`config.mk`:
```
export PLATFORM = sky130hd
export DESIGN_NAME = dzs_top
export DESIGN_NICKNAME = d
export VERILOG_FILES = /design/src/design/dzs_pkg.sv /design/src/design/dzs_top.sv /design/src/design/dzs_zone_classify.sv
export SDC_FILE = /design/constraint.sdc
export NUM_CORES = 1
export LEC_CHECK = 0
export ABC_AREA = 1
export BUFFER_PORTS_ARGS = -buffer_cell sky130_fd_sc_hd__buf_2
export CAP_MARGIN = 20
export CORE_AREA = 5 5 80 45
export CTS_CLUSTER_SIZE = 8
export DETAILED_ROUTE_END_ITERATION = 6
export DIE_AREA = 0 0 85 50
export PLACE_DENSITY = 0.82
export SLEW_MARGIN = 20
export SYNTH_ARGS = -nofsm -noshare
export SYNTH_HDL_FRONTEND = slang
export SYNTH_HIERARCHICAL = 1
export SYNTH_SLANG_ARGS = --single-unit
```
`constraint.sdc`:
```
create_clock -name clk -period 2.9 [get_ports clk]
set_clock_uncertainty 0.1 [all_clocks]
set_input_delay 0.29 -clock clk [delete_from_list [all_inputs] [get_ports clk]]
set_output_delay 0.29 -clock clk [all_outputs]
set_load 0.02 [all_outputs]
```
`src/design/dzs_pkg.sv`:
```
/*
 * Shared constants and carrier types for the distance zone sequencer.
 * Assumes a single 250 MHz clock and that every pin input is
 * synchronised inside the top module before use.
 */
// Summary of operation
// - Standby pin low clears the phase, judged zone, output zone and valid state.
// - Quick charge between first two falling edges.
// - Ambient hold from a rising edge to the next falling edge.
// - Zone decided at falling edge after hold.
// - Zone code output at next rising edge.
// - Measurements repeat without new quick charge.
// - Ratio of two currents classified into four zones.
// - No reflected signal reports the nearest zone.
// - Codes: LL near, HL, LH, HH far.
package dzs_pkg;

   // Width of the ratio word presented by the analog front end.
   localparam int RATIO_W = 8;

   // Stabilisation time the host must respect after quick charge.
   localparam int STAB_TIME_US = 1000;
   localparam int CLK_MHZ = 250;
   // Cycle count of the stabilisation time, for reference by the bench.
   localparam int STAB_CYCLES = STAB_TIME_US * CLK_MHZ;

   // Reset values of the zone outputs.
   localparam logic [1:0] ZONE_RST = 2'h0;

   // Zone codes, bit0 is the first output and bit1 the second.
   localparam logic [1:0] ZONE_NEAR = 2'h0;
   localparam logic [1:0] ZONE_2 = 2'h1;
   localparam logic [1:0] ZONE_3 = 2'h2;
   localparam logic [1:0] ZONE_FAR = 2'h3;

   // Default zone boundaries on the ratio word.
   localparam logic [7:0] THR1_RST = 8'h40;
   localparam logic [7:0] THR2_RST = 8'h80;
   localparam logic [7:0] THR3_RST = 8'hC0;

   // Sequencer phases, one-hot.
   typedef enum logic [4:0] {
      ST_IDLE = 5'h01, // Waiting for the first falling edge.
      ST_QCHG = 5'h02, // Quick charging the hold capacitor.
      ST_ARM = 5'h04, // Waiting for a rising edge to start holding.
      ST_HOLD = 5'h08, // Holding the ambient level.
      ST_JUDGED = 5'h10 // Decision taken, output on next rising edge.
   } dzs_state_t;

   // Samples handed from the front end to the classifier.
   typedef struct packed {
      logic signal_ok; // High when reflected light was received.
      logic [RATIO_W-1:0] ratio; // Scaled I1/(I1+I2).
   } dzs_meas_t;

   // Zone boundaries, ascending.
   typedef struct packed {
      logic [RATIO_W-1:0] t1;
      logic [RATIO_W-1:0] t2;
      logic [RATIO_W-1:0] t3;
   } dzs_thr_t;

endpackage : dzs_pkg

```
`src/design/dzs_top.sv`:
```
/*
 * Distance zone sequencer: steps through quick charge, ambient hold,
 * judgement and output on edges of the sequence pulse pin.
 * Assumes pins are asynchronous to clk, and the analog front end
 * supplies a settled measurement word on the same clock.
 */
`timescale 1ns/10ps
module dzs_top (
   input wire logic clk, // 250 MHz clock.
   input wire logic rst_b, // Asynchronous reset, active low.
   input wire logic standby_reset_pin, // Low holds device in reset.
   input wire logic sequence_pulse_input, // Host control pulse pin.
   input wire dzs_pkg::dzs_meas_t meas, // Front end measurement.
   input wire dzs_pkg::dzs_thr_t thr, // Zone boundaries.
   output logic quick_charge, // Quick charge switch on.
   output logic ambient_hold, // Ambient hold switch on.
   output logic zone_code_bit0_i, // Open-collector input side.
   output logic zone_code_bit0_o, // Open-collector drive level.
   output logic zone_code_bit0_oe, // High when pulling low.
   output logic zone_code_bit1_o, // Open-collector drive level.
   output logic zone_code_bit1_oe, // High when pulling low.
   output logic zone_valid // A zone has been output.
);

   // Reset release synchroniser.
   logic rst_s1_ff;
   logic rst_s2_ff;
   // Pin synchronisers; first stages feed only second stages.
   logic stb_s1_ff;
   logic stb_s2_ff;
   logic pls_s1_ff;
   logic pls_s2_ff;
   logic pls_d_ff; // Previous synced pulse level.
   dzs_pkg::dzs_state_t state_ff;
   dzs_pkg::dzs_state_t nxt_state;
   logic [1:0] zone_ff; // Zone shown on the pins.
   logic [1:0] nxt_zone;
   logic [1:0] judged_ff; // Zone held from the decision.
   logic [1:0] nxt_judged;
   logic valid_ff;
   logic nxt_valid;
   logic [1:0] class_zone;

   // Release reset cleanly into the clock domain.
   always_ff @(posedge clk or negedge rst_b) begin
      if (!rst_b) begin
         rst_s1_ff <= 1'h0;
         rst_s2_ff <= 1'h0;
      end else begin
         rst_s1_ff <= 1'h1;
         rst_s2_ff <= rst_s1_ff;
      end
   end
   wire rst_i_b = rst_s2_ff;

   // Two flops on each pin before any logic looks at it.
   always_ff @(posedge clk or negedge rst_i_b) begin
      if (!rst_i_b) begin
         stb_s1_ff <= 1'h0;
         stb_s2_ff <= 1'h0;
         pls_s1_ff <= 1'h0;
         pls_s2_ff <= 1'h0;
         pls_d_ff <= 1'h0;
      end else begin
         stb_s1_ff <= standby_reset_pin;
         stb_s2_ff <= stb_s1_ff;
         pls_s1_ff <= sequence_pulse_input;
         pls_s2_ff <= pls_s1_ff;
         pls_d_ff <= pls_s2_ff;
      end
   end

   // Edge detection on the synchronised pulse.
   wire rise = pls_s2_ff & ~pls_d_ff;
   wire fall = ~pls_s2_ff & pls_d_ff;
   // Standby low acts as a synchronous clear of the phase, judged zone, output zone and valid registers.
   wire standby = ~stb_s2_ff;

   // Zone decision from the current measurement.
   dzs_zone_classify u_class (
      .meas(meas),
      .thr(thr),
      .zone(class_zone)
   );

   // Phase sequencing and output update.
   always_comb begin
      nxt_state = state_ff;
      nxt_zone = zone_ff;
      nxt_judged = judged_ff;
      nxt_valid = valid_ff;
      if (standby) begin
         nxt_state = dzs_pkg::ST_IDLE;
         nxt_zone = dzs_pkg::ZONE_RST;
         nxt_judged = dzs_pkg::ZONE_RST;
         nxt_valid = 1'h0;
      end else begin
         unique case (state_ff)
            dzs_pkg::ST_IDLE: begin
               if (fall) begin
                  nxt_state = dzs_pkg::ST_QCHG;
               end
            end
            dzs_pkg::ST_QCHG: begin
               if (fall) begin
                  nxt_state = dzs_pkg::ST_ARM;
               end
            end
            dzs_pkg::ST_ARM: begin
               if (rise) begin
                  nxt_state = dzs_pkg::ST_HOLD;
               end
            end
            dzs_pkg::ST_HOLD: begin
               // hold ends falling and judges; a rise goes back to ST_ARM.
               if (rise) begin
                  nxt_state = dzs_pkg::ST_ARM;
               end else if (fall) begin
                  nxt_judged = class_zone;
                  nxt_state = dzs_pkg::ST_JUDGED;
               end
            end
            dzs_pkg::ST_JUDGED: begin
               if (rise) begin
                  nxt_zone = judged_ff;
                  nxt_valid = 1'h1;
                  nxt_state = dzs_pkg::ST_HOLD;
               end
            end
            default: begin
               nxt_state = dzs_pkg::ST_IDLE;
            end
         endcase
      end
   end

   // State registers.
   always_ff @(posedge clk or negedge rst_i_b) begin
      if (!rst_i_b) begin
         state_ff <= dzs_pkg::ST_IDLE;
         zone_ff <= dzs_pkg::ZONE_RST;
         judged_ff <= dzs_pkg::ZONE_RST;
         valid_ff <= 1'h0;
      end else begin
         state_ff <= nxt_state;
         zone_ff <= nxt_zone;
         judged_ff <= nxt_judged;
         valid_ff <= nxt_valid;
      end
   end

   // Phase indications for the analog switches.
   assign quick_charge = (state_ff == dzs_pkg::ST_QCHG);
   assign ambient_hold = (state_ff == dzs_pkg::ST_HOLD);
   assign zone_valid = valid_ff;
   // open-collector encoding
   // Pin pulled low when the code bit is low, released when high.
   assign zone_code_bit0_i = zone_ff[0];
   assign zone_code_bit0_o = 1'h0;
   assign zone_code_bit0_oe = ~zone_ff[0];
   assign zone_code_bit1_o = 1'h0;
   assign zone_code_bit1_oe = ~zone_ff[1];

endmodule : dzs_top

```
`src/design/dzs_zone_classify.sv`:
```
/*
 * Combinational zone classifier.
 * Assumes boundaries are ascending and the measurement is stable
 * while the sequencer samples the result.
 */
`timescale 1ns/10ps
module dzs_zone_classify (
   input wire dzs_pkg::dzs_meas_t meas, // Ratio and signal flag.
   input wire dzs_pkg::dzs_thr_t thr, // Zone boundaries.
   output logic [1:0] zone // Encoded zone.
);

   // Compare results against each boundary.
   wire ge1 = meas.ratio >= thr.t1;
   wire ge2 = meas.ratio >= thr.t2;
   wire ge3 = meas.ratio >= thr.t3;

   // Pick the zone; no signal falls back to near.
   always_comb begin
      if (!meas.signal_ok) begin
         zone = dzs_pkg::ZONE_NEAR;
      end else if (ge3) begin
         zone = dzs_pkg::ZONE_FAR;
      end else if (ge2) begin
         zone = dzs_pkg::ZONE_3;
      end else if (ge1) begin
         zone = dzs_pkg::ZONE_2;
      end else begin
         zone = dzs_pkg::ZONE_NEAR;
      end
   end

endmodule : dzs_zone_classify

```
==> qor.yml, run 1 <==
power:
  p_seq_frac: 0.401
  switching_power_mw: 0.257
  ir_drop_uv: 205
  powerDensity_nw_per_um2: 395
  combPwrFrac: 0.358
  p_clk_frac: 0.241
  intPower_mw: 0.462
  switching_share: 0.358
  p_leak_nw: 1.13
  power_mw: 0.719
final_layout:
  drive_gt1_frac: 0.236
  area_growth_pct: 20.1
  reg_top3: "state_ff: 5 flops, judged_ff: 2 flops, zone_ff: 2 flops"
  fin_area_um2: 1820
  num_antenna_cells: 0
  fin_cells: 298
  largest_register: "state_ff"
  num-nets-final: 322
  fin_util: 0.641
  largest_reg_flops: 5
flow_run:
  maxCapViolations: 0
global_route:
  grt_max_degree: 16
  grt_pass1_vias: 1341
  overflow: 0
  grt.total_usage: 0.178
  grt_pass1_wl_um: 6020
  antenna_found_initial: 0
run_status:
  outcome: "completed"
clocking:
  cts_made_buffers: 3
  htree_levels: 1
  cts.clk_slew.worst_paths_ps: 60
  clock_latency_ps: 250
  root_buffer: "clkbuf_8"
  clockBufferDepth: 2
  cts_setup_buffers: 0
  clock-sinks: 17
  cts_tree: "yes"
placed_design:
  placedCellCount: 293
  numPortBuffers: 42
  hpwl_um: 3000
  place_ws_ps: 1170
  place_area_um2: 1760
  gp_congestion: 0.848
synth:
  synth_edf_count: 0
  ys_ff_latch: 17
  async_flop_share: 1.00
  ys.flop_type: "dfrtp_1"
  synthCells: 212
  synth_area_leader_cell: "dfrtp_1"
  netlist_area_um2: 1520
  seq_area_frac_synth: 0.282
  yosysMostFrequentCell: "nand2_1"
  syn_avg_cell_area_um2: 7.15
  synth_cell_types: 25
  yosys_warnings: 6
  synthTopCellsByArea: "dfrtp_1 (26%), ha_1 (21%), nand2_1 (13%), inv_1 (12%), nor2_1 (4.7%)"
  synthTopCellsByCount: "nand2_1 (51), inv_1 (47), ha_1 (26)"
  synth_top_area_frac: 0.264
detailed_routing:
  wl_per_cell_um: 11.6
  ant_nets: 0
  wl_um: 3460
  drc: 0
  firstDrtPassIters: 4
  drtIter0Drc: 133
  vias_per_cell: 4.86
  vias: 1448
critical_path:
  cp_cell_sequence: "nor2_2, nand4_1, inv_1, buf_2"
  crit_path_max_fanout: 4
  required_ps: 2510
  cp-end-kind: "output pin"
  critPathBufInv: 2
  worstSetupStartpointType: "flop"
  slowest_delay_ps: 440
  critPathKind: "flop to output pin"
  cpLargestDelayFamily: "flip-flops"
  cp.arrival_ps: 1280
  worst_path_max_delay_cell: "dfrtp_1"
floorplanning:
  die_w_um: 85
  die_y_um: 50
  core_um2: 2840
  core.rowCount: 14
  die_area_um2: 4250
  ios: 45
  initial_core_util: 0.534
min_path:
  min_path_type: "input pin to flop"
sta:
  hold_violations: 0
  max_slew_margin: 0.603
  setup_tns_ps: 0
  period_share: 0.576
  slew_violations: 0
  hold_slack_ps: 46.7
  tightestPinTransition_ps: 596
  finalWorstSetupSlack_ps: 1230
  setup_violations: 0
  max_freq_ghz: 0.598
  rsz0062_at_grt: "no"
  period_minus_slack_ps: 1670
==> kinds of logic (layout without fill, tap and decap cells) <==
group,Yosys count,count (layout),share of synthesized area
other,2,3,0.00496
AO/OA/AOI/OAI,18,18,0.0718
AND/OR/NAND/NOR,97,97,0.293
flip-flops,17,17,0.282
adder cells (fa/ha/maj),26,26,0.215
buffers and inverters,52,97,0.134
==> layout make-up <==
class	instances	area (um^2)
Fill cell	268	1020
Tap cell	40	50.0
Clock buffer	4	45.0
Multi-Input combinational cell	144	890
Timing Repair Buffer	43	220
Sequential cell	17	427
Inverter	50	188
==> cell usage in the layout (no fill, tap or decap), types with 5 or more instances in the layout <==
cell type and count:
dfrtp_1 16, nor2_1 19, nand3_1 9, ha_1 26, a21oi_1 8, nand2_1 51, inv_1 47, nand4_1 5
buf_2 42
==> path summary, 6_finish.rpt <==
kind | start | endpoint | slack, ps | cells past startpoint
max | state_ff[2] | quick_charge | 1230 | 4
min | sequence_pulse_input | pls_s1_ff | 50 | 1
max reg2reg | state_ff[2] | state_ff[2] | 1380 | 8
min reg2reg | rst_i_b | judged_ff[0] | 140 | 0
max in group asynchronous | rst_i_b | state_ff[2] | 2170 | 0
min in group asynchronous | rst_i_b | judged_ff[0] | 140 | 0
==> power by group through the flow <==
| stage | Sequential (mW) | Combinational, mW | Clock (mW) |
|---|---|---|---|
| after floorplan | 0.287 | 0.183 | 0 |
| after global placement | 0.293 | 0.244 | 0 |
| after detailed placement | 0.293 | 0.251 | 0 |
| after CTS | 0.289 | 0.255 | 0.178 |
| after global routing | 0.292 | 0.294 | 0.187 |
| final | 0.288 | 0.257 | 0.173 |
==> worst register-to-register path, delay by kind of cell (launching register included) <==
kind / cells / cell delay (ps)
buffers and inverters: 1 / 50
DFF: 1 / 440
AOI/OAI and AO/OA: 1 / 220
and+or+nand+nor: 6 / 600
==> per-layer routing <==
metal	global-route usage	routed length (um)	vias up
met4	0.0316	18	0
met5	0	0	-
met3	0.0449	303	5
li1	-	-	746
met2	0.244	1310	53
met1	0.279	1830	644
==> what timing repair did <==
action	CTS	global route
hold endpoints to repair	2	0
hold buffers	1	0
gates resized for setup	0	0
No activity file was read; power rests on OpenSTA's default activity.
==> run 2: changes to the inputs <==
CORE_AREA = 5 5 87 49   (was 5 5 80 45)
DIE_AREA = 0 0 92 54   (was 0 0 85 50)
PLACE_DENSITY = 0.72   (was 0.82)
clock period = 1.46 ns   (was 2.9 ns; I/O delays follow)
==> qor.yml, run 2 (synthesized netlist as in run 1, its figures left out) <==
final_layout:
  multiInputGateArea_um2: 938  # +5.5%
  fin_util: 0.559  # -0.0821
  largest_register: "state_ff"
  reg_top3: "state_ff: 5 flops, judged_ff: 2 flops, zone_ff: 2 flops"
  drive_gt1_frac: 0.317  # +0.0809
  area_growth_pct: 31.5
  mostFrequentLayoutCell: "nand2_1"
  largest_reg_flops: 5  # unchanged
  final_cell_mix: "nand2_1 (49), inv_1 (43), buf_2 (40), ha_1 (24), nor2_1 (17)"
  num-fill-cells: 337  # +26%
  seq_area_um2: 428  # +0.29%
  fin_cells: 316  # +6.0%
  num-nets-final: 335  # +4.0%
  num_antenna_cells: 0  # unchanged
critical_path:
  cpLargestDelayFamily: "flip-flops"
  worstSetupStartpointType: "flop"
  critPathBufInv: 1  # -1
  worst_path_max_delay_cell: "dfrtp_2"
  required_ps: 1210  # -1300 ps
  cpMostUsedCell: "nor2_4"
  crit_path_max_fanout: 4  # unchanged
  cp.arrival_ps: 1200  # -80 ps
  cp_cell_sequence: "nor2_4, nand2_2, nor2_4, buf_6"
  slowest_delay_ps: 430  # about the same
  cp-end-kind: "output pin"
  critPathKind: "flop to output pin"
power:
  powerDensity_nw_per_um2: 771  # +95%
  p_leak_nw: 1.19  # +5.8%
  ir_drop_uv: 425  # +110%
sta:
  max_freq_ghz: 0.692
  tightestPinTransition_ps: 597  # +0.566 ps
  period_share: 0.990
  finalWorstSetupSlack_ps: 14.9  # -1210 ps
  slew_violations: 0  # unchanged
  period_minus_slack_ps: 1450
  max_slew_margin: 0.602  # about the same
  setup_violations: 0  # unchanged
  hold_violations: 0  # unchanged
  rsz0062_at_grt: "yes"
detailed_routing:
  vias_per_cell: 4.51  # -7.2%
  wl_um: 3630  # +4.8%
  ant_nets: 0  # unchanged
  vias: 1425  # -1.6%
  wl_per_cell_um: 11.5  # -1.1%
  firstDrtPassIters: 4  # unchanged
  drc: 0  # unchanged
  drtIter0Drc: 84  # -37%
clocking:
  clockBufferDepth: 2  # unchanged
  cts_tree: "yes"
  clock_latency_ps: 250  # about the same
  htree_levels: 1  # unchanged
  cts_made_buffers: 3  # unchanged
  cts.clk_slew.worst_paths_ps: 60  # about the same
  clock-sinks: 17  # unchanged
  root_buffer: "clkbuf_8"
floorplanning:
  core_um2: 3560  # +26%
  ios: 45  # unchanged
  core.rowCount: 16  # +2
  die_w_um: 92  # +8.2%
  die_y_um: 54  # +8.0%
  initial_core_util: 0.425  # -0.109
  die_area_um2: 4970  # +17%
placed_design:
  placedCellCount: 304  # +3.8%
  hpwl_um: 2970  # -0.84%
  numPortBuffers: 42  # unchanged
  gp_congestion: 0.913  # +7.7%
  place_ws_ps: -104  # -1270 ps
flow_run:
  maxCapViolations: 0  # unchanged
global_route:
  overflow: 0  # unchanged
  grt_max_degree: 16  # unchanged
  antenna_found_initial: 0  # unchanged
  grt_pass1_vias: 1243  # -7.3%
  grt.total_usage: 0.148  # -0.0309
  grt_pass1_wl_um: 5580  # -7.3%
run_status:
  outcome: "completed"
min_path:
  min_path_type: "input pin to asynchronous set/reset pin"
## run 2: final timing paths
| path | startpoint | to | slack [ps] | depth (start not counted) |
|---|---|---|---|---|
| worst max-delay path | state_ff[1] | ambient_hold | 10 | 4 |
| worst min-delay path | rst_b | rst_i_b | 100 | 2 |
| worst max register to register | state_ff[1] | state_ff[4] | 40 | 8 |
| worst min register to register | rst_i_b | stb_s1_ff | 150 | 0 |
| max in group asynchronous | rst_i_b | state_ff[1] | 690 | 0 |
| min in group clk | meas[8] | judged_ff[0] | 170 | 5 |
## run 2: layout make-up
cell class	instances	area share
clock buffer	3	0.0207
clock inverter	1	0.00251
sequential	17	0.215
multi-input combinational	144	0.471
inverter	50	0.0942
timing repair buffer	56	0.168
tap	45	0.0283
## run 2: per-stage QoR
stage	hold slack, ps	setup TNS, ps	instance area [um^2]	total power [mW]
2_1_floorplan	-250	0	1520	0.934
3_3_place_gp	-166	-69.4	1820	1.09
3_5_place_dp	-166	-142	1820	1.10
4_1_cts	89.3	-21.0	1920	1.48
5_1_grt	125	-178	1990	1.64
6_report	98.2	0	1990	1.53
## run 2: worst register-to-register path, stage by stage, from the launching register on
cell	delay (ps)
dfrtp_2	430
nor2_4	140
nand2_2	80
nor2_4	150
nand3_2	130
nand2_2	90
inv_2	50
nand3_1	70
nand2_1	70
## run 2: power breakdown
part,switching (mW),internal [mW]
sequential,0.0561,0.520
clock,0.157,0.189
combinational,0.340,0.273
total,0.553,0.982
## run 2: metal layers
| metal | part of all wire | track usage | up-vias |
|---|---|---|---|
| li1 | - | - | 769 |
| met1 | 0.53 | 0.224 | 603 |
| met2 | 0.38 | 0.200 | 49 |
| met3 | 0.075 | 0.0377 | 4 |
| met4 | 0.0094 | 0.0443 | 0 |
| met5 | 0 | 0 | - |
## run 2: timing repair
action / 4_1_cts / 5_1_grt
endpoints found under the setup margin: 3 / 9
endpoints found under the hold margin: 4 / 0
resized for setup: 4 / 15
pin swaps: 0 / 7
buffers inserted: 2 / 3
hold buffers: 3 / 0
